## config.mk

```make
export PLATFORM = sky130hd
export DESIGN_NAME = irpd_top
export DESIGN_NICKNAME = d
export VERILOG_FILES = /design/src/core/irpd_flag_bank.v /design/src/core/irpd_reset_ctrl.v /design/src/core/irpd_top.v
export VERILOG_INCLUDE_DIRS = /design/src /design/src/include
export SDC_FILE = /design/constraint.sdc
export NUM_CORES = 1
export LEC_CHECK = 0
export ABC_AREA = 1
export CAP_MARGIN = 20
export CORE_UTILIZATION = 50
export CTS_CLUSTER_DIAMETER = 30
export CTS_CLUSTER_SIZE = 24
export DETAILED_ROUTE_END_ITERATION = 8
export DONT_BUFFER_PORTS = 1
export PLACE_DENSITY = 0.72
export SYNTH_ARGS = -nofsm -noshare
export SYNTH_HDL_FRONTEND = slang
export SYNTH_SLANG_ARGS = --single-unit
```

## constraint.sdc

```tcl
create_clock -name core_clk -period 4.3 [get_ports core_clk]
set_input_delay 0.86 -clock core_clk [delete_from_list [all_inputs] [get_ports core_clk]]
set_output_delay 0.86 -clock core_clk [all_outputs]
set_load 0.1 [all_outputs]
```

## src/include/irpd_defs.vh

```
// Constants for the request, reset and output power-down control block.
// Assumes a single 125 MHz core clock and plain-port configuration.
// Overview of operation
// - Only general and alarm flags raise requests
// - Mask 1 blocks; masks reset blocking
// - Sticky flag; read clears unless condition persists
// - Level select 1 level default, 0 edge
// - Edge mode: one-clock pulse per event
// - Level request held until flag read
// - Polarity 1 active high, 0 low
// - Edge path one clock latency; level combinational
// - Per flag edge event and sticky; OR unmasked
// - Unmask: level fires now, edge waits
// - Always flagged; pin gated; alarms drive alarm_n
// - Reference fault acts per response field
// - Trim loaded, CRC checked, reload trigger
// - Special bit: soft reset reloads trim
// - Powerdown bit: output high impedance until cleared
// - Selected alarms force powerdown while active
// - Code register kept and writable in powerdown
// - Alarm released after trim load, within 100us
// - Pin reset keeps trim, resets registers
// - Code 0xad written resets the device
// - Soft reset pulses alarm_n, keeps oscillator
// - Special register cleared only at power-on
`ifndef IRPD_DEFS_VH
`define IRPD_DEFS_VH
`define IRPD_FLAG_W 8
`define IRPD_MASK_RST 8'hff
`define IRPD_LEVEL_SEL_RST 1'b1
`define IRPD_POL_RST 1'b0
`define IRPD_RESP_SEL_RST 8'h00
`define IRPD_REF_ACT_RST 2'h0
`define IRPD_REF_FAULT_BIT 0
`define IRPD_REF_ACT_NONE 2'h0
`define IRPD_REF_ACT_PD 2'h1
`define IRPD_REF_ACT_ALARMV 2'h2
`define IRPD_REF_ACT_CLEAR 2'h3
`define IRPD_SOFT_RESET_CODE 8'had
`define IRPD_CLK_MHZ 125
`define IRPD_TPOR_US 100
`define IRPD_TPOR_CYCLES (`IRPD_TPOR_US * `IRPD_CLK_MHZ)
`endif

```

## src/core/irpd_flag_bank.v

```verilog
// Eight sticky event flags with masks and edge events.
// Conditions arrive asynchronous; read strobes are core_clk pulses, clear is a core_clk-synchronous level.
`timescale 1ns/100ps
`include "irpd_defs.vh"
module irpd_flag_bank
(
    input wire core_clk, // Core clock
    input wire rst_n, // Power-on reset, active low
    input wire clear, // Synchronous clear from device reset
    input wire [7:0] cond, // Raw event conditions
    input wire [7:0] mask, // 1 blocks the flag's request; the flag still sets
    input wire read_strobe, // Host read of this flag register
    output wire [7:0] flags, // Sticky flags
    output wire [7:0] cond_now, // Synchronised conditions
    output wire level_req, // OR of unmasked sticky flags and live conditions
    output reg edge_req // One-cycle edge request
);
    reg [7:0] sync1;
    reg [7:0] sync2;
    reg [7:0] prev;
    reg [7:0] sticky;
    wire [7:0] event_edge;
    genvar i;

    assign cond_now = sync2;
    assign flags = sticky;
    // Level request from live and sticky flags, ahead of the edge path
    assign level_req = |((sticky | sync2) & ~mask);

    generate
        for (i = 0; i < 8; i = i + 1)
        begin : g_flag
            // Two-stage synchroniser, then edge detect and sticky copy
            always @(posedge core_clk or negedge rst_n)
            begin
                if (!rst_n)
                begin
                    sync1[i] <= 1'b0;
                    sync2[i] <= 1'b0;
                    prev[i] <= 1'b0;
                    sticky[i] <= 1'b0;
                end
                else
                begin
                    sync1[i] <= cond[i];
                    sync2[i] <= sync1[i];
                    prev[i] <= sync2[i];
                    if (clear)
                        sticky[i] <= 1'b0;
                    else
                        sticky[i] <= sync2[i] | (sticky[i] & ~read_strobe);
                end
            end
            assign event_edge[i] = sync2[i] & ~prev[i];
        end
    endgenerate

    // Edge request registered: one clock wide and one clock late
    always @(posedge core_clk or negedge rst_n)
    begin
        if (!rst_n)
            edge_req <= 1'b0;
        else if (clear)
            edge_req <= 1'b0;
        else
            edge_req <= |(event_edge & ~mask);
    end
endmodule // irpd_flag_bank

```

## src/core/irpd_reset_ctrl.v

```verilog
// Reset sequencing: pin reset sync, soft reset pulse, trim load control.
// Trim memory answers trim_load_start with trim_load_done and a CRC result.
`timescale 1ns/100ps
`include "irpd_defs.vh"
module irpd_reset_ctrl
#(
    parameter TRIM_TIMEOUT = `IRPD_TPOR_CYCLES
)
(
    input wire core_clk, // Core clock
    input wire rst_n, // Power-on reset, active low
    input wire reset_pin_n, // Reset pin, asynchronous, active low
    input wire soft_reset, // One-cycle soft reset request
    input wire trim_reload_trigger, // Request a fresh trim load
    input wire trim_reload_on_soft_reset, // Soft reset also reloads trim
    input wire trim_load_done, // Trim memory finished
    input wire trim_crc_ok, // CRC result with done
    output wire dev_reset, // Register and interface reset, level
    output reg trim_load_start, // One-cycle start of a trim load
    output reg trim_busy, // Load in progress
    output reg por_load_done, // First load after power-on finished
    output reg trim_crc_error // Last load failed CRC or timed out
);
    localparam ST_START = 2'd0;
    localparam ST_WAIT = 2'd1;
    localparam ST_IDLE = 2'd2;
    reg pin_sync1;
    reg pin_sync2;
    reg [1:0] state;
    reg [1:0] next_state;
    reg [13:0] timer;

    // Pin reset synchronised; release follows core_clk
    always @(posedge core_clk or negedge rst_n)
    begin
        if (!rst_n)
        begin
            pin_sync1 <= 1'b0;
            pin_sync2 <= 1'b0;
        end
        else
        begin
            pin_sync1 <= reset_pin_n;
            pin_sync2 <= pin_sync1;
        end
    end

    assign dev_reset = ~pin_sync2 | soft_reset;

    // Load sequencer; pin reset never restarts it
    always @*
    begin
        next_state = state;
        case (state)
            ST_START: next_state = ST_WAIT;
            ST_WAIT:
                if (trim_load_done || timer == 14'd0)
                    next_state = ST_IDLE;
            ST_IDLE:
                if (trim_reload_trigger || (soft_reset && trim_reload_on_soft_reset))
                    next_state = ST_START;
            default: next_state = ST_IDLE;
        endcase
    end

    always @(posedge core_clk or negedge rst_n)
    begin
        if (!rst_n)
        begin
            state <= ST_START;
            timer <= 14'd0;
            trim_load_start <= 1'b1; // Power-on load starts on release
            trim_busy <= 1'b1;
            por_load_done <= 1'b0;
            trim_crc_error <= 1'b0;
        end
        else
        begin
            state <= next_state;
            trim_load_start <= (next_state == ST_START);
            trim_busy <= (next_state != ST_IDLE);
            if (state == ST_START)
                timer <= TRIM_TIMEOUT[13:0];
            else if (timer != 14'd0)
                timer <= timer - 14'd1;
            if (state == ST_WAIT && next_state == ST_IDLE)
            begin
                por_load_done <= 1'b1;
                trim_crc_error <= ~(trim_load_done & trim_crc_ok);
            end
        end
    end
endmodule // irpd_reset_ctrl

```

## src/core/irpd_top.v

```verilog
// Request, reset and output power-down control of the converter.
// Configuration writes arrive as core_clk strobes with a shared 16-bit data word;
// event conditions and the reset pin are asynchronous.
`timescale 1ns/100ps
`include "irpd_defs.vh"
module irpd_top
#(
    parameter TRIM_TIMEOUT = `IRPD_TPOR_CYCLES
)
(
    input wire core_clk, // Core clock, 125 MHz
    input wire rst_n, // Power-on reset, active low
    input wire reset_pin_n, // Hardware reset pin, active low
    input wire [7:0] gen_cond, // General event conditions
    input wire [7:0] alarm_cond, // Alarm event conditions
    input wire gen_read, // Host read of general flags
    input wire alarm_read, // Host read of alarm flags
    input wire [15:0] cfg_wdata, // Write data shared by strobes
    input wire gen_mask_we, // Write general mask
    input wire alarm_mask_we, // Write alarm mask
    input wire config_we, // Write level, polarity, pin enable
    input wire alarm_response_we, // Write alarm response select
    input wire output_cfg_we, // Write output powerdown bit
    input wire special_cfg_we, // Write special configuration
    input wire soft_reset_we, // Write soft reset field
    input wire code_we, // Write converter code
    input wire trim_reload_trigger, // Start trim reload
    input wire trim_load_done, // Trim memory done
    input wire trim_crc_ok, // Trim CRC good
    output reg [7:0] general_event_flags, // General sticky flags
    output reg [7:0] alarm_event_flags, // Alarm sticky flags
    output wire general_request_line, // Request pin
    output wire alarm_n, // Alarm pin, active low
    output reg output_hiz, // Output amplifier off, pin high impedance
    output reg [1:0] ref_fault_drive, // Output action for reference fault
    output reg [15:0] code_out, // Converter code register
    output wire serial_wdt_reset, // Reset to serial interfaces and watchdog
    output wire osc_reset, // Reset to oscillator, pin reset only
    output wire trim_load_start, // Start a trim memory load
    output wire trim_busy, // Trim load in progress
    output wire trim_crc_error, // Trim CRC failed
    output reg uart_break_access // Uart full map access bit
);
    reg [7:0] gen_mask;
    reg [7:0] alarm_mask;
    reg request_level_select;
    reg request_polarity;
    reg irq_pin_en;
    reg [7:0] alarm_response_select;
    reg [1:0] reference_fault_action;
    reg output_powerdown;
    reg trim_reload_on_soft_reset;
    reg soft_reset;
    wire dev_reset;
    wire por_load_done;
    wire [7:0] gen_flags;
    wire [7:0] alarm_flags;
    wire [7:0] alarm_now;
    wire gen_level;
    wire gen_edge;
    wire alarm_level;
    wire alarm_edge;
    wire req_raw;
    wire alarm_raw;
    wire pd_alarm;
    wire ref_fault;

    // Soft reset decode: one clock pulse, well under 20 ns
    always @(posedge core_clk or negedge rst_n)
    begin
        if (!rst_n)
            soft_reset <= 1'b0;
        else
            soft_reset <= soft_reset_we && (cfg_wdata[7:0] == `IRPD_SOFT_RESET_CODE);
    end

    // Reset and trim sequencing
    irpd_reset_ctrl #(
        .TRIM_TIMEOUT(TRIM_TIMEOUT)
    ) u_reset (
        .core_clk(core_clk),
        .rst_n(rst_n),
        .reset_pin_n(reset_pin_n),
        .soft_reset(soft_reset),
        .trim_reload_trigger(trim_reload_trigger),
        .trim_reload_on_soft_reset(trim_reload_on_soft_reset),
        .trim_load_done(trim_load_done),
        .trim_crc_ok(trim_crc_ok),
        .dev_reset(dev_reset),
        .trim_load_start(trim_load_start),
        .trim_busy(trim_busy),
        .por_load_done(por_load_done),
        .trim_crc_error(trim_crc_error)
    );

    assign serial_wdt_reset = dev_reset;
    assign osc_reset = dev_reset & ~soft_reset;

    // General event flags
    irpd_flag_bank u_gen (
        .core_clk(core_clk),
        .rst_n(rst_n),
        .clear(dev_reset),
        .cond(gen_cond),
        .mask(gen_mask),
        .read_strobe(gen_read),
        .flags(gen_flags),
        .cond_now(),
        .level_req(gen_level),
        .edge_req(gen_edge)
    );

    // Alarm event flags
    irpd_flag_bank u_alarm (
        .core_clk(core_clk),
        .rst_n(rst_n),
        .clear(dev_reset),
        .cond(alarm_cond),
        .mask(alarm_mask),
        .read_strobe(alarm_read),
        .flags(alarm_flags),
        .cond_now(alarm_now),
        .level_req(alarm_level),
        .edge_req(alarm_edge)
    );

    // Flag readback registered for the host
    always @(posedge core_clk or negedge rst_n)
    begin
        if (!rst_n)
        begin
            general_event_flags <= 8'h00;
            alarm_event_flags <= 8'h00;
        end
        else
        begin
            general_event_flags <= gen_flags;
            alarm_event_flags <= alarm_flags;
        end
    end

    // Masks and request configuration, restored to reset values by any reset
    always @(posedge core_clk or negedge rst_n)
    begin
        if (!rst_n)
        begin
            gen_mask <= `IRPD_MASK_RST;
            alarm_mask <= `IRPD_MASK_RST;
            request_level_select <= `IRPD_LEVEL_SEL_RST;
            request_polarity <= `IRPD_POL_RST;
            irq_pin_en <= 1'b0;
            uart_break_access <= 1'b0;
        end
        else if (dev_reset)
        begin
            gen_mask <= `IRPD_MASK_RST;
            alarm_mask <= `IRPD_MASK_RST;
            request_level_select <= `IRPD_LEVEL_SEL_RST;
            request_polarity <= `IRPD_POL_RST;
            irq_pin_en <= 1'b0;
            uart_break_access <= 1'b0;
        end
        else
        begin
            if (gen_mask_we)
                gen_mask <= cfg_wdata[7:0];
            if (alarm_mask_we)
                alarm_mask <= cfg_wdata[7:0];
            if (config_we)
            begin
                request_level_select <= cfg_wdata[0];
                request_polarity <= cfg_wdata[1];
                irq_pin_en <= cfg_wdata[2];
                uart_break_access <= cfg_wdata[3];
            end
        end
    end

    // Alarm response and output configuration
    always @(posedge core_clk or negedge rst_n)
    begin
        if (!rst_n)
        begin
            alarm_response_select <= `IRPD_RESP_SEL_RST;
            reference_fault_action <= `IRPD_REF_ACT_RST;
            output_powerdown <= 1'b0;
        end
        else if (dev_reset)
        begin
            alarm_response_select <= `IRPD_RESP_SEL_RST;
            reference_fault_action <= `IRPD_REF_ACT_RST;
            output_powerdown <= 1'b0;
        end
        else
        begin
            if (alarm_response_we)
            begin
                alarm_response_select <= cfg_wdata[7:0];
                reference_fault_action <= cfg_wdata[9:8];
            end
            if (output_cfg_we)
                output_powerdown <= cfg_wdata[0];
        end
    end

    // Special configuration survives pin and soft reset
    always @(posedge core_clk or negedge rst_n)
    begin
        if (!rst_n)
            trim_reload_on_soft_reset <= 1'b0;
        else if (special_cfg_we)
            trim_reload_on_soft_reset <= cfg_wdata[0];
    end

    // Converter code: untouched by powerdown, writable except during dev_reset
    always @(posedge core_clk or negedge rst_n)
    begin
        if (!rst_n)
            code_out <= 16'h0000;
        else if (dev_reset)
            code_out <= 16'h0000;
        else if (code_we)
            code_out <= cfg_wdata;
    end

    // Request selection by style, pin gated and polarity applied
    assign req_raw = request_level_select ? (gen_level | alarm_level) : (gen_edge | alarm_edge);
    assign alarm_raw = request_level_select ? alarm_level : alarm_edge;
    assign general_request_line = irq_pin_en ? (req_raw ~^ request_polarity) : ~request_polarity;
    assign alarm_n = ~(alarm_raw | ~por_load_done | soft_reset);

    // Alarm-driven powerdown and reference fault action
    assign ref_fault = alarm_now[`IRPD_REF_FAULT_BIT];
    assign pd_alarm = |(alarm_now & alarm_response_select) |
                      (ref_fault & (reference_fault_action == `IRPD_REF_ACT_PD));

    always @(posedge core_clk or negedge rst_n)
    begin
        if (!rst_n)
        begin
            output_hiz <= 1'b0;
            ref_fault_drive <= `IRPD_REF_ACT_NONE;
        end
        else
        begin
            output_hiz <= output_powerdown | pd_alarm;
            ref_fault_drive <= ref_fault ? reference_fault_action : `IRPD_REF_ACT_NONE;
        end
    end
endmodule // irpd_top

```

**Yosys cells after proc, flatten, opt, wreduce, memory -nomap -nowiden**

Index checks and enable logic that the tools add are counted.

- Add/subtract/negate cells: 1
- Equality and inequality tests: 6
- Muxes and demuxes: 47
- Bitwise gates (word level): 92
- Reduce and logical (&&, ||, !) cells: 21

Operator list:

| kind | number |
|---|---|
| $mux 8 | 6 |
| $and 8x8->8 | 5 |
| $reduce_or 8->1 | 5 |
| $and 1x1->1 | 35 |
| $mux 16 | 2 |
| $mux 1 | 31 |
| $mux 14 | 2 |
| $not 1->1 | 24 |
| $or 1x1->1 | 23 |
| $not 8->8 | 2 |
| $or 8x8->8 | 2 |
| $logic_not 14->1 | 1 |
| $reduce_bool 14->1 | 1 |
| $reduce_bool 2->1 | 7 |
| $sub 14x1->14 const B | 1 |
| $mux 2 | 5 |
| $eq 8x8->1 const B | 1 |
| $pmux 2 s3 | 1 |
| $eq 2x1->1 const B | 2 |
| $eq 2x2->1 const B | 2 |
| $logic_not 2->1 | 2 |
| $logic_and 1x1->1 | 3 |
| $logic_or 1x1->1 | 2 |
| $ne 2x2->1 const B | 1 |
| $xnor 1x1->1 | 1 |

- Bits in registers: 156
- Bits of input ports: 48
- Output and inout bits: 43
- Logic and storage cells: 257

**Depth between registers and ports, before layout**

Gate-level depths: netlist of the first run.

- Depth in word-level cells: 7
- Gate-level depth with buffers: 10
- Mapped depth without buffers: 10

**Cells and area by module**

Synthesis of the first run repeated with hierarchy kept, for this count alone.

- Cell total of the unflattened synthesis: 572
- Area, all modules: 5,820.6 µm²

Modules (own cells, without submodules):

| module | times used | cells each | area each (µm²) |
|---|---|---|---|
| irpd_top | 1 | 245 | 2,481.1 |
| irpd_flag_bank | 2 | 91 | 1,094.8 |
| irpd_reset_ctrl | 1 | 145 | 1,149.9 |

**Worst setup path before layout of the first run**

OpenSTA, ideal clock, no wires.

- Path kind: register to output
- Start point: register alarm_mask[0]
- End point: output alarm_n
- Arrival: 2,244 ps
- Path slack: 1,196 ps
- Stages on the path, launching flop included: 9
- Path buffers: 0
- Cells stage by stage: dfstp_2 > inv_1 > nand2_1 > nand2_1 > nor2_1 > nand3_1 > nor2_1 > o21ai_0 > nor2_1

- Longest elaborated chain between the ends: 7

RTL lines:

| element | RTL line | RTL |
|---|---|---|
| from (decl) | irpd_top.v:45 | `reg [7:0] alarm_mask;` |
| from (signal assigned) | irpd_top.v:148 | `` alarm_mask <= `IRPD_MASK_RST; `` |
| from (signal assigned) | irpd_top.v:157 | `` alarm_mask <= `IRPD_MASK_RST; `` |
| from (signal assigned) | irpd_top.v:168 | `alarm_mask <= cfg_wdata[7:0];` |
| $not 8->8 | irpd_flag_bank.v:28 | `assign level_req = \|((sticky \| sync2) & ~mask);` |
| $and 8x8->8 | irpd_flag_bank.v:28 |  |
| $reduce_or 8->1 | irpd_flag_bank.v:28 |  |
| $mux 1 | irpd_top.v:228 | `assign alarm_raw = request_level_select ? alarm_level : alarm_edge;` |
| $or 1x1->1 (2 in a row) | irpd_top.v:230 | `assign alarm_n = ~(alarm_raw \| ~por_load_done \| soft_reset);` |
| $not 1->1 | irpd_top.v:230 |  |
| to (decl) | irpd_top.v:33 | `output wire alarm_n,` |

Every way passes these cells.

**Worst setup path after layout of the first run**

- Start point: register alarm_mask[0]
- End point: output general_request_line

- Longest elaborated chain between the ends: 7

RTL lines:

| element | RTL line | RTL |
|---|---|---|
| $not 8->8 | irpd_flag_bank.v:28 |  |
| $and 8x8->8 | irpd_flag_bank.v:28 |  |
| $reduce_or 8->1 | irpd_flag_bank.v:28 |  |
| $or 1x1->1 | irpd_top.v:227 | `assign req_raw = request_level_select ? (gen_level \| alarm_level) : (gen_edge \| alarm_edge);` |
| $mux 1 | irpd_top.v:227 |  |
| $xnor 1x1->1 | irpd_top.v:229 | `assign general_request_line = irq_pin_en ? (req_raw ~^ request_polarity) : ~request_polarity;` |
| $mux 1 | irpd_top.v:229 |  |
| to (decl) | irpd_top.v:32 | `output wire general_request_line,` |

Every way passes these cells.

==> qor.txt, run 1 <==
Core area = 0.0114 mm2
Final setup vio count = 0
Sequential cell area = 0.00393 mm2
Number of synthesized flops with an enable pin = 0
Later-pin clock latency in the skew report = 0.42 ns
Switching Share = 32.2%
Multi-input combinational cell area = 0.00160 mm2
CTS buffer count = 17
Number of buffers on the longest clock path = 2
Mapped Area = 0.00582 mm2
Hold-fix buffers, CTS = 0
Syn Inst Count = 535
Period minus WS final = 3.19 ns
Synth Area in XOR/XNOR = 0.753%
Root buf cell = clkbuf_16
Seq cells post-synth = 156
Biggest register = code_out
Syn nets = 584
DR iter-0 viols = 236
Initial Util = 51.2%
Drt via density = 5.36
Die height = 110 um
Std-Cell Rows = 39
Logic pwr share = 8.8%
RSZ-0062 raised after global routing = no
Total GRT Usage = 21.6%
Clk pwr share = 38.0%
Rel. slew slack = 26.2%
Synth async-reset ratio = 100%
P_leak = 3.12 nW
Peak supply drop = 525 uV
Die width = 110 um
Number of flip-flops in the largest register = 16
Setup crit end = general_request_line
H-tree levels = 4
Synth-to-Final Area Change = 12.0%
Startpoint Class = flip-flop
Port bufs = 0
Final Wtd Congestion = 0.903
Mux cell area share after synthesis = 4.32%
R2R Path End = alarm_mask[0]$_DFFE_PN1P_
Routed wire length = 11.7 mm
Period Utilization, post-route = 74.2%
Initial antenna violation count = 0
Avg Synthesized Cell Area = 10.9 um2
Post-route ant nets = 0
Biggest regs = code_out x16, u_reset.timer x14
DP Worst Slack = 1.56 ns
Maxcap violations = 0
I/O pin count = 91
Launch point of the critical path = alarm_mask[0]$_DFFE_PN1P_
Fin Hold WS = 0.128 ns
Switching power = 0.00121 W
Routed WL per cell = 16.7 um
Crit. End Element = output pin
Diode count = 0
R2R Setup Slk = 1.80 ns
Filler cells = 933
DIE AREA = 0.0121 mm2
First-pass GRT wire length = 18.9 mm
Synth Area in Compound Gates = 8.34%
Pint = 0.00254 W
Depth of the worst register-to-register path = 6
Layout Skew = 0.00639 ns
Layout cells sized above 1 = 14.0%
Post-synthesis sequential area ratio = 67.5%
Final WS setup = 1.11 ns
Postcts setup bufs = 0
HPWL after detailed placement = 8.02 mm
Critical path arrival = 2.33 ns
Vias = 3,755
Least-Margin Pin Slew = 1.11 ns
Worst-path clk slew = 0.06 ns
Cts repair resizes = 0
Pins Over Slew Limit = 0
Crit Path Class = flip-flop to output pin
Nets = 593
Sequential fraction of design power = 53.2%
Prevailing post-synth register cell = dfrtp_1
Largest family of logic cells by synthesized area = simple AND/OR/NAND/NOR gates
DRC = 0
Final hold vios = 0
Drt pass-1 iters = 4
Adder-Cell Fraction of Synth Area = 0.215%
Gr ovfl total = 0
Fmax = 0.313 GHz
Count of cell types in the netlist = 35
Outcome = finished, final reports clean
Simple-gate share of the synthesized area = 13.8%
HP Class = input pin to asynchronous set/reset pin
CTS sink count = 156
Worst Path Max Fanout = 3
Worst EP required = 3.44 ns
Vias in the first global route = 3,825
CTS tree = yes
Power per cell area = 575 mW/mm2
Largest net degree at the start of global routing = 157
Number of synthesis warnings = 0
Setup_tns = 0 ns
RR Startpoint = soft_reset$_DFF_PN0_
[synthesized netlist by cell type (2+ instances only)]
cell type	count	share of area (%)
a31oi_1	5	0.54
o22ai_1	3	0.32
mux2_4	16	4.1
o21ai_1	11	0.95
xor2_1	2	0.30
a221oi_1	2	0.30
buf_2	4	0.34
buf_6	2	0.39
or2_2	2	0.22
nand2_1	70	4.5
nand3_1	8	0.69
dfstp_2	19	8.6
nor3_1	13	1.1
nor4_1	3	0.32
a211oi_1	2	0.26
o31ai_1	2	0.26
o21ai_0	29	2.5
clkbuf_1	5	0.32
inv_1	59	3.8
nor2_2	2	0.22
xnor2_1	3	0.45
nor2_1	84	5.4
or2_1	4	0.43
dfrtp_1	137	59
a21oi_1	36	3.1
nand4_1	3	0.32
[layer usage]
metal  vias to the layer above  share of wire [%]  GRT usage [%]
met4                         0                1.7           8.57
li1                       1746                  -              -
met2                       101                 49           34.6
met5                         -                  0              0
met3                        19                5.5           7.05
met1                      1889                 44           27.0
[critical path, stage by stage, from the launching register on]
cell and delay, ns:
dfstp_2 0.52, inv_1 0.06, nand2_1 0.08, nand2_1 0.05
nor2_1 0.10, nand3_1 0.08, nor2_1 0.15, nand2_1 0.09
nand2_1 0.06, nand2_1 0.04, nand2_1 0.67
[metrics by stage]
stage          power (W)  cells  area (um2)  utilization (%)
2_1_floorplan    0.00225    535        5820                -
3_3_place_gp     0.00233    668        5950             52.3
3_5_place_dp     0.00234    668        5950             52.3
4_1_cts          0.00377    700        6520             57.3
5_1_grt          0.00389    700        6520             57.3
6_report         0.00374    700        6520             57.3
[placed cells by master, fill, tap and decap left out, types with 3 or more instances in the layout]
cell type	instances
inv_6	6
o22ai_1	3
a21oi_1	36
o21ai_1	11
nor2_1	82
mux2_4	16
or2_1	4
nor3_1	13
nand3_1	8
dfstp_2	19
xnor2_1	3
dfrtp_1	137
nor4_1	3
clkbuf_16	17
clkinvlp_4	3
nand4_1	3
nand2_1	70
a31oi_1	5
o21ai_0	29
inv_1	59
nor2_2	4
[cell type report]
class	instances	share of cell area, %
inverters	60	3.46
well taps	143	2.75
repair buffers	2	0.230
flip-flops and latches	156	60.3
clock inverters	14	2.07
multi-input cells	307	24.6
clock buffers	18	6.59
[logic make-up (layout without fill, tap and decap cells)]
logic type	count (synthesis)	count (layout)
AOI/OAI and AO/OA	91	91
xor gates and xnor gates	5	5
DFF	156	156
buffers and inverters	72	94
muxes	17	17
adders and majority gates	1	1
and+or+nand+nor	193	193
[power groups by stage]
stage               Clock, W  Sequential (W)  Combinational, W
global placement           0         0.00201          0.000314
CTS                  0.00144         0.00199          0.000329
finish               0.00142         0.00199          0.000328
floorplan                  0         0.00199          0.000269
detailed placement         0         0.00202          0.000327
global route         0.00151         0.00201          0.000376
[how the worst min path moves through the flow]
stage               cells past startpoint                       start                                to
floorplan                               0  u_alarm.sync1[0]$_DFF_PN0_     u_alarm.cond_now[0]$_DFF_PN0_
global placement                        0    u_gen.sync1[2]$_DFF_PN0_       u_gen.cond_now[2]$_DFF_PN0_
detailed placement                      0  u_alarm.sync1[6]$_DFF_PN0_     u_alarm.cond_now[6]$_DFF_PN0_
CTS                                     0                       rst_n          u_gen.sync1[4]$_DFF_PN0_
global route                            0                       rst_n          u_gen.sync1[4]$_DFF_PN0_
finish                                  0                       rst_n  general_event_flags[0]$_DFF_PN0_
(Power assumes the default switching activity.)
==> run 2, diff against run 1 <==
--- a/config.mk
+++ b/config.mk
@@ -6,14 +6,14 @@
 export SDC_FILE = /design/constraint.sdc
 export NUM_CORES = 1
 export LEC_CHECK = 0
-export ABC_AREA = 1
+export ABC_AREA = 0
 export CAP_MARGIN = 20
 export CORE_UTILIZATION = 50
 export CTS_CLUSTER_DIAMETER = 30
 export CTS_CLUSTER_SIZE = 24
 export DETAILED_ROUTE_END_ITERATION = 8
 export DONT_BUFFER_PORTS = 1
-export PLACE_DENSITY = 0.72
+export PLACE_DENSITY = 0.75
 export SYNTH_ARGS = -nofsm -noshare
 export SYNTH_HDL_FRONTEND = slang
 export SYNTH_SLANG_ARGS = --single-unit
==> constraint.sdc (replaced) <==
create_clock -name core_clk -period 2.83 [get_ports core_clk]
set_input_delay 0.566 -clock core_clk [delete_from_list [all_inputs] [get_ports core_clk]]
set_output_delay 0.566 -clock core_clk [all_outputs]
set_load 0.1 [all_outputs]
==> run 2 against run 1 <==
- the run now ends with hold timing left
- largest cell class unchanged
- critical endpoint unchanged
- total power is 52% higher
- via count is 11% lower
- area after synthesis is 2.8% lower
- cell area is 0.98% lower
- synthesized cell count is 17% lower
- largest power group unchanged
- register-to-register slack worse by 1.3 ns
- sequential cell count stayed put
==> qor.txt, run 2 <==
Most frequent cell after synthesis = dfrtp_1
Worst Path Max Fanout = 3
Diode count = 0
Layout cells sized above 1 = 13.6%
Avg Synthesized Cell Area = 12.8 um2
Core area = 0.0109 mm2
Final setup vio count = 0
Depth of the worst register-to-register path = 7
Crit. End Element = output pin
Worst-path clk slew = 0.06 ns
Number of buffers on the longest clock path = 2
Post-synth top cells = 137 x dfrtp_1, 84 x nor2_1, 47 x mux2i_1
CTS tree = yes
Seq cells post-synth = 156
Post-route ant nets = 0
Fmax = 0.373 GHz
First-pass GRT wire length = 18.2 mm
Postcts setup bufs = 0
RSZ-0062 raised after global routing = no
Root buf cell = clkbuf_16
DR WL met3 = 737 um
Gr ovfl total = 0
Most common cell after layout, fill and taps aside = dfrtp_1
Critical path arrival = 2.11 ns
Pins Over Slew Limit = 0
Synth async-reset ratio = 100%
Met2 wire len = 5.22 mm
Failing checks = hold timing
Power per cell area = 883 mW/mm2
Std-Cell Rows = 38
Routed wire length = 11.0 mm
Peak supply drop = 669 uV
Post-DP Area = 0.00583 mm2
H-tree levels = 4
Design Area, Final = 0.00645 mm2
Syn Inst Count = 443
Area leader, netlist = dfrtp_1
Post-synthesis sequential area ratio = 69.5%
Final design utilization = 59.0%
DIE AREA = 0.0117 mm2
Number of synthesized flops with an enable pin = 0
Period Utilization, post-route = 94.6%
Worst EP required = 2.26 ns
Syn nets = 492
Nets = 500
Count of cell types in the netlist = 49
Die width = 108 um
Maxcap violations = 0
Biggest register = code_out
Post-synth top area share = 60.6%
Synth-to-Final Area Change = 14.1%
Rel. slew slack = 37.5%
DR iter-0 viols = 274
Least-Margin Pin Slew = 0.938 ns
Layout Skew = 0.00711 ns
Routed WL per cell = 18.3 um
I/O pin count = 91
Port bufs = 0
Top sig layer = met4
Met1 WL = 4.80 mm
Initial antenna violation count = 0
Fin Hold WS = -0.154 ns
Startpoint Class = flip-flop
Biggest regs = code_out x16, u_reset.timer x14
CTS sink count = 156
Vias in the first global route = 3,521
Die height = 108 um
Total GRT Usage = 21.1%
HPWL after detailed placement = 7.28 mm
DRC = 0
Mapped Area = 0.00565 mm2
P_leak = 2.92 nW
Leading post-synthesis cells by cell area = dfrtp_1 61%, dfstp_2 8.8%, mux2i_1 8.3%
Initial Util = 51.7%
Final Wtd Congestion = 0.868
Largest net degree at the start of global routing = 157
Outcome = complete, but fails checks
Number of flip-flops in the largest register = 16
Commonest non-fill, non-tap cells in the layout = 137 x dfrtp_1, 83 x nor2_1, 47 x mux2i_1
Later-pin clock latency in the skew report = 0.42 ns
Number of synthesis warnings = 0
Crit Path Class = flip-flop to output pin
Final hold vios = 137
HP Class = input pin to asynchronous set/reset pin
Period minus WS final = 2.68 ns
Drt pass-1 iters = 4
Setup_tns = 0 ns
Prevailing post-synth register cell = dfrtp_1
CTS buffer count = 17
Vias = 3,349
Drt via density = 5.54
==> run 2: final timing paths <==
check                                             start                             end  slack [ns]
min in group core_clk                       gen_cond[7]        u_gen.sync1[7]$_DFF_PN0_        0.17
max                           alarm_mask[0]$_DFFE_PN1P_            general_request_line        0.15
max in group asynchronous                         rst_n         gen_mask[7]$_DFFE_PN1P_        2.73
min                                               rst_n  alarm_event_flags[2]$_DFF_PN0_       -0.15
max reg2reg                u_reset.timer[0]$_DFFE_PN0P_     u_reset.trim_busy$_DFF_PN1_        0.55
min reg2reg                    u_gen.sync1[6]$_DFF_PN0_     u_gen.cond_now[6]$_DFF_PN0_        0.34
==> run 2: kinds of logic after synthesis <==
family / count (synthesis) / share of synthesized area [%]
DFF: 156 / 69.5
adders and majority gates: 1 / 0.221
buffers and inverters: 26 / 1.77
muxes: 48 / 8.52
AOI/OAI and AO/OA: 56 / 6.26
and+or+nand+nor: 146 / 12.2
xor gates and xnor gates: 10 / 1.55
==> run 2: where the power goes <==
part | switching, W | internal (W)
registers | 0.000516 | 0.00243
logic | 0.000240 | 0.000187
clock network | 0.000852 | 0.00147
total | 0.00161 | 0.00408
==> run 2: timing repair <==
item / 4_1_cts / 5_1_grt
gates cloned: 0 / 0
pin swaps: 0 / 2
gates resized for setup: 1 / 1
hold endpoints to repair: 153 / 140
setup endpoints to repair: 1 / 2
==> run 2: worst max-delay path: stages (launching register included) <==
cell	delay, ns
dfstp_2	0.54
o21bai_1	0.13
o2111ai_1	0.16
nor3_2	0.24
a31oi_1	0.16
xnor2_2	0.20
buf_6	0.25
==> run 2: metrics by stage <==
stage	hold WS [ns]	setup slack [ns]	instances	power, W
6_report	-0.154	0.152	604	0.00569
4_1_cts	-0.178	0.00421	604	0.00576
2_1_floorplan	0.270	0.0207	443	0.00331
3_5_place_dp	0.276	0.422	572	0.00341
5_1_grt	-0.177	0.0190	604	0.00592
3_3_place_gp	0.275	0.476	572	0.00338
==> run 2: cell type report <==
| cell class | count | area, um2 |
|---|---|---|
| tap | 140 | 175 |
| fill | 854 | 4480 |
| clock inverter | 12 | 173 |
| multi-input combinational | 261 | 1650 |
| inverter | 8 | 30.0 |
| sequential | 156 | 3930 |
| timing repair buffer | 7 | 56.3 |
| clock buffer | 20 | 437 |
==> run 2: routing by layer <==
| metal | track usage (%) | vias up |
|---|---|---|
| met3 | 7.59 | 20 |
| met2 | 31.9 | 113 |
| met4 | 10.1 | 0 |
| met1 | 27.2 | 1682 |
| met5 | 0 | - |
| li1 | - | 1534 |
==> run 3, diff against run 2 <==
--- a/config.mk
+++ b/config.mk
@@ -8,6 +8,7 @@
 export LEC_CHECK = 0
 export ABC_AREA = 0
 export CAP_MARGIN = 20
+export CORE_MARGIN = 2
 export CORE_UTILIZATION = 50
 export CTS_CLUSTER_DIAMETER = 30
 export CTS_CLUSTER_SIZE = 24
==> constraint.sdc (replaced) <==
create_clock -name core_clk -period 2.83 [get_ports core_clk]
set_input_delay 0.566 -clock core_clk [delete_from_list [all_inputs] [get_ports core_clk]]
set_output_delay 0.566 -clock core_clk [all_outputs]
set_load 0.05 [all_outputs]
==> run 3 against run 2 <==
- count of clock-buffer cells in the layout down 2
- sequential power down 6%
- highest routed layer is now met5
- total power shrank 6.8%
- clock skew barely moved
- combinational power down 6.6%
- critical path depth is the same
- cell area fell by 1.1%
- the run still ends with hold timing left
- hold slack gained 0.0014 ns
- die area up 3.7%
==> qor.txt, run 3 (synthesized netlist as in run 2, its figures left out) <==
Outcome = complete, but fails checks
Failing checks = hold timing
Fin Hold WS = -0.152 ns
Drt via density = 5.52
Vias = 3,330
Switching Share = 27.6%
Filler cells = 891
Crit path buf inv count = 1
Commonest non-fill, non-tap cells in the layout = 137 x dfrtp_1, 84 x nor2_1, 47 x mux2i_1
Routed wire length = 11.1 mm
Finished Layout Cells = 603
Later-pin clock latency in the skew report = 0.41 ns
Biggest regs = code_out x16, u_reset.timer x14
Vias in the first global route = 3,475
Placed Cells = 571
Diode count = 0
Fmax = 0.376 GHz
HP Class = input pin to asynchronous set/reset pin
Critical path arrival = 2.09 ns
Peak supply drop = 812 uV
Pwr Total = 0.00531 W
DIE AREA = 0.0122 mm2
Nets = 499
Sequential fraction of design power = 52.0%
Core area = 0.0109 mm2
Worst Path Max Fanout = 3
H-tree levels = 4
RSZ-0062 raised after global routing = no
Sequential cell area = 0.00393 mm2
Std-Cell Rows = 38
Final WS setup = 0.172 ns
Worst path slowest cell = dfstp_2
HPWL after detailed placement = 7.27 mm
Port bufs = 0
Number of flip-flops in the largest register = 16
Crit path largest cell delay = 0.54 ns
Synth-to-Final Area Change = 12.9%
Post-route ant nets = 0
CTS sink count = 156
Layout cells sized above 1 = 13.4%
Setup_tns = 0 ns
Worst path cell trace = o21bai_1 > o2111ai_1 > nor3_2 > a31oi_1 > xnor2_1 > buf_4
Biggest register = code_out
Most common cell after layout, fill and taps aside = dfrtp_1
CTS buffer count = 17
Clk pwr share = 40.5%
Crit Path Class = flip-flop to output pin
Final Wtd Congestion = 0.773
P_leak = 2.90 nW
Least-Margin Pin Slew = 0.687 ns
Gr ovfl total = 0
Pint = 0.00384 W
Switching power = 0.00147 W
Power per cell area = 832 mW/mm2
Initial Util = 51.7%
Startpoint Class = flip-flop
Layout Skew = 0.00745 ns
Delay-heaviest family, CP = flip-flops
CTS tree = yes
I/O pin count = 91
Worst-path clk slew = 0.06 ns
Worst EP required = 2.26 ns
Total GRT Usage = 20.2%
Pins Over Slew Limit = 0
Logic pwr share = 7.5%
Largest net degree at the start of global routing = 157
Root buf cell = clkbuf_16
Period minus WS final = 2.66 ns
Drt pass-1 iters = 6
Maxcap violations = 0
Die height = 110 um
First-pass GRT wire length = 18.0 mm
Initial antenna violation count = 1
Die width = 110 um
Number of buffers on the longest clock path = 2
Rel. slew slack = 54.0%
DR iter-0 viols = 263
Routed WL per cell = 18.5 um
Crit. End Element = output pin
Final hold vios = 137
Multi-input combinational cell area = 0.00164 mm2
DRC = 0
DP Worst Slack = 0.500 ns
Postcts setup bufs = 0
Final setup vio count = 0
Period Utilization, post-route = 93.9%
-- run 3: final timing paths --
check	from	endpoint	slack, ns	depth (start not counted)
setup reg to reg	u_reset.timer[0]$_DFFE_PN0P_	u_reset.trim_busy$_DFF_PN1_	0.62	7
hold reg to reg	u_gen.sync1[6]$_DFF_PN0_	u_gen.cond_now[6]$_DFF_PN0_	0.35	0
min in group core_clk	gen_cond[0]	u_gen.sync1[0]$_DFF_PN0_	0.18	0
hold / removal	rst_n	code_out[8]$_DFFE_PN0P_	-0.15	0
max in group asynchronous	rst_n	u_reset.trim_busy$_DFF_PN1_	2.74	0
setup / recovery	alarm_mask[4]$_DFFE_PN1P_	general_request_line	0.17	6
-- run 3: timing repair --
item,4_1_cts,5_1_grt
gates resized for setup,0,1
hold endpoints to repair,142,148
setup endpoints to repair,0,1
-- run 3: cell type report --
class	count	area share, %
Clock buffer	18	6.73
Clock inverter	14	2.16
Inverter	8	0.471
Multi-Input combinational cell	261	25.6
Sequential cell	156	61.5
Tap cell	140	2.75
Timing Repair Buffer	6	0.706
-- run 3: routing by layer --
metal  share of wire (%)  up-vias  global-route usage, %
li1                    -     1529                      -
met1                  44     1694                   25.6
met2                  48       94                   32.0
met3                 7.2       11                   8.52
met4                0.68        2                   6.16
met5               0.090        -                      0
-- run 3: through the flow --
stage,area (um2),utilization (%)
after global routing,6380,58.4
final,6380,58.4
after detailed placement,5810,53.1
after floorplan,5650,-
after CTS,6380,58.3
after global placement,5810,53.1
-- run 3: power groups by stage --
stage                     clock, W  combinational, W  sequential [W]
after global placement           0          0.000375         0.00279
after detailed placement         0          0.000396         0.00280
after CTS                  0.00219          0.000399         0.00276
final                      0.00215          0.000399         0.00276
after floorplan                  0          0.000372         0.00273
after global routing       0.00229          0.000454         0.00278
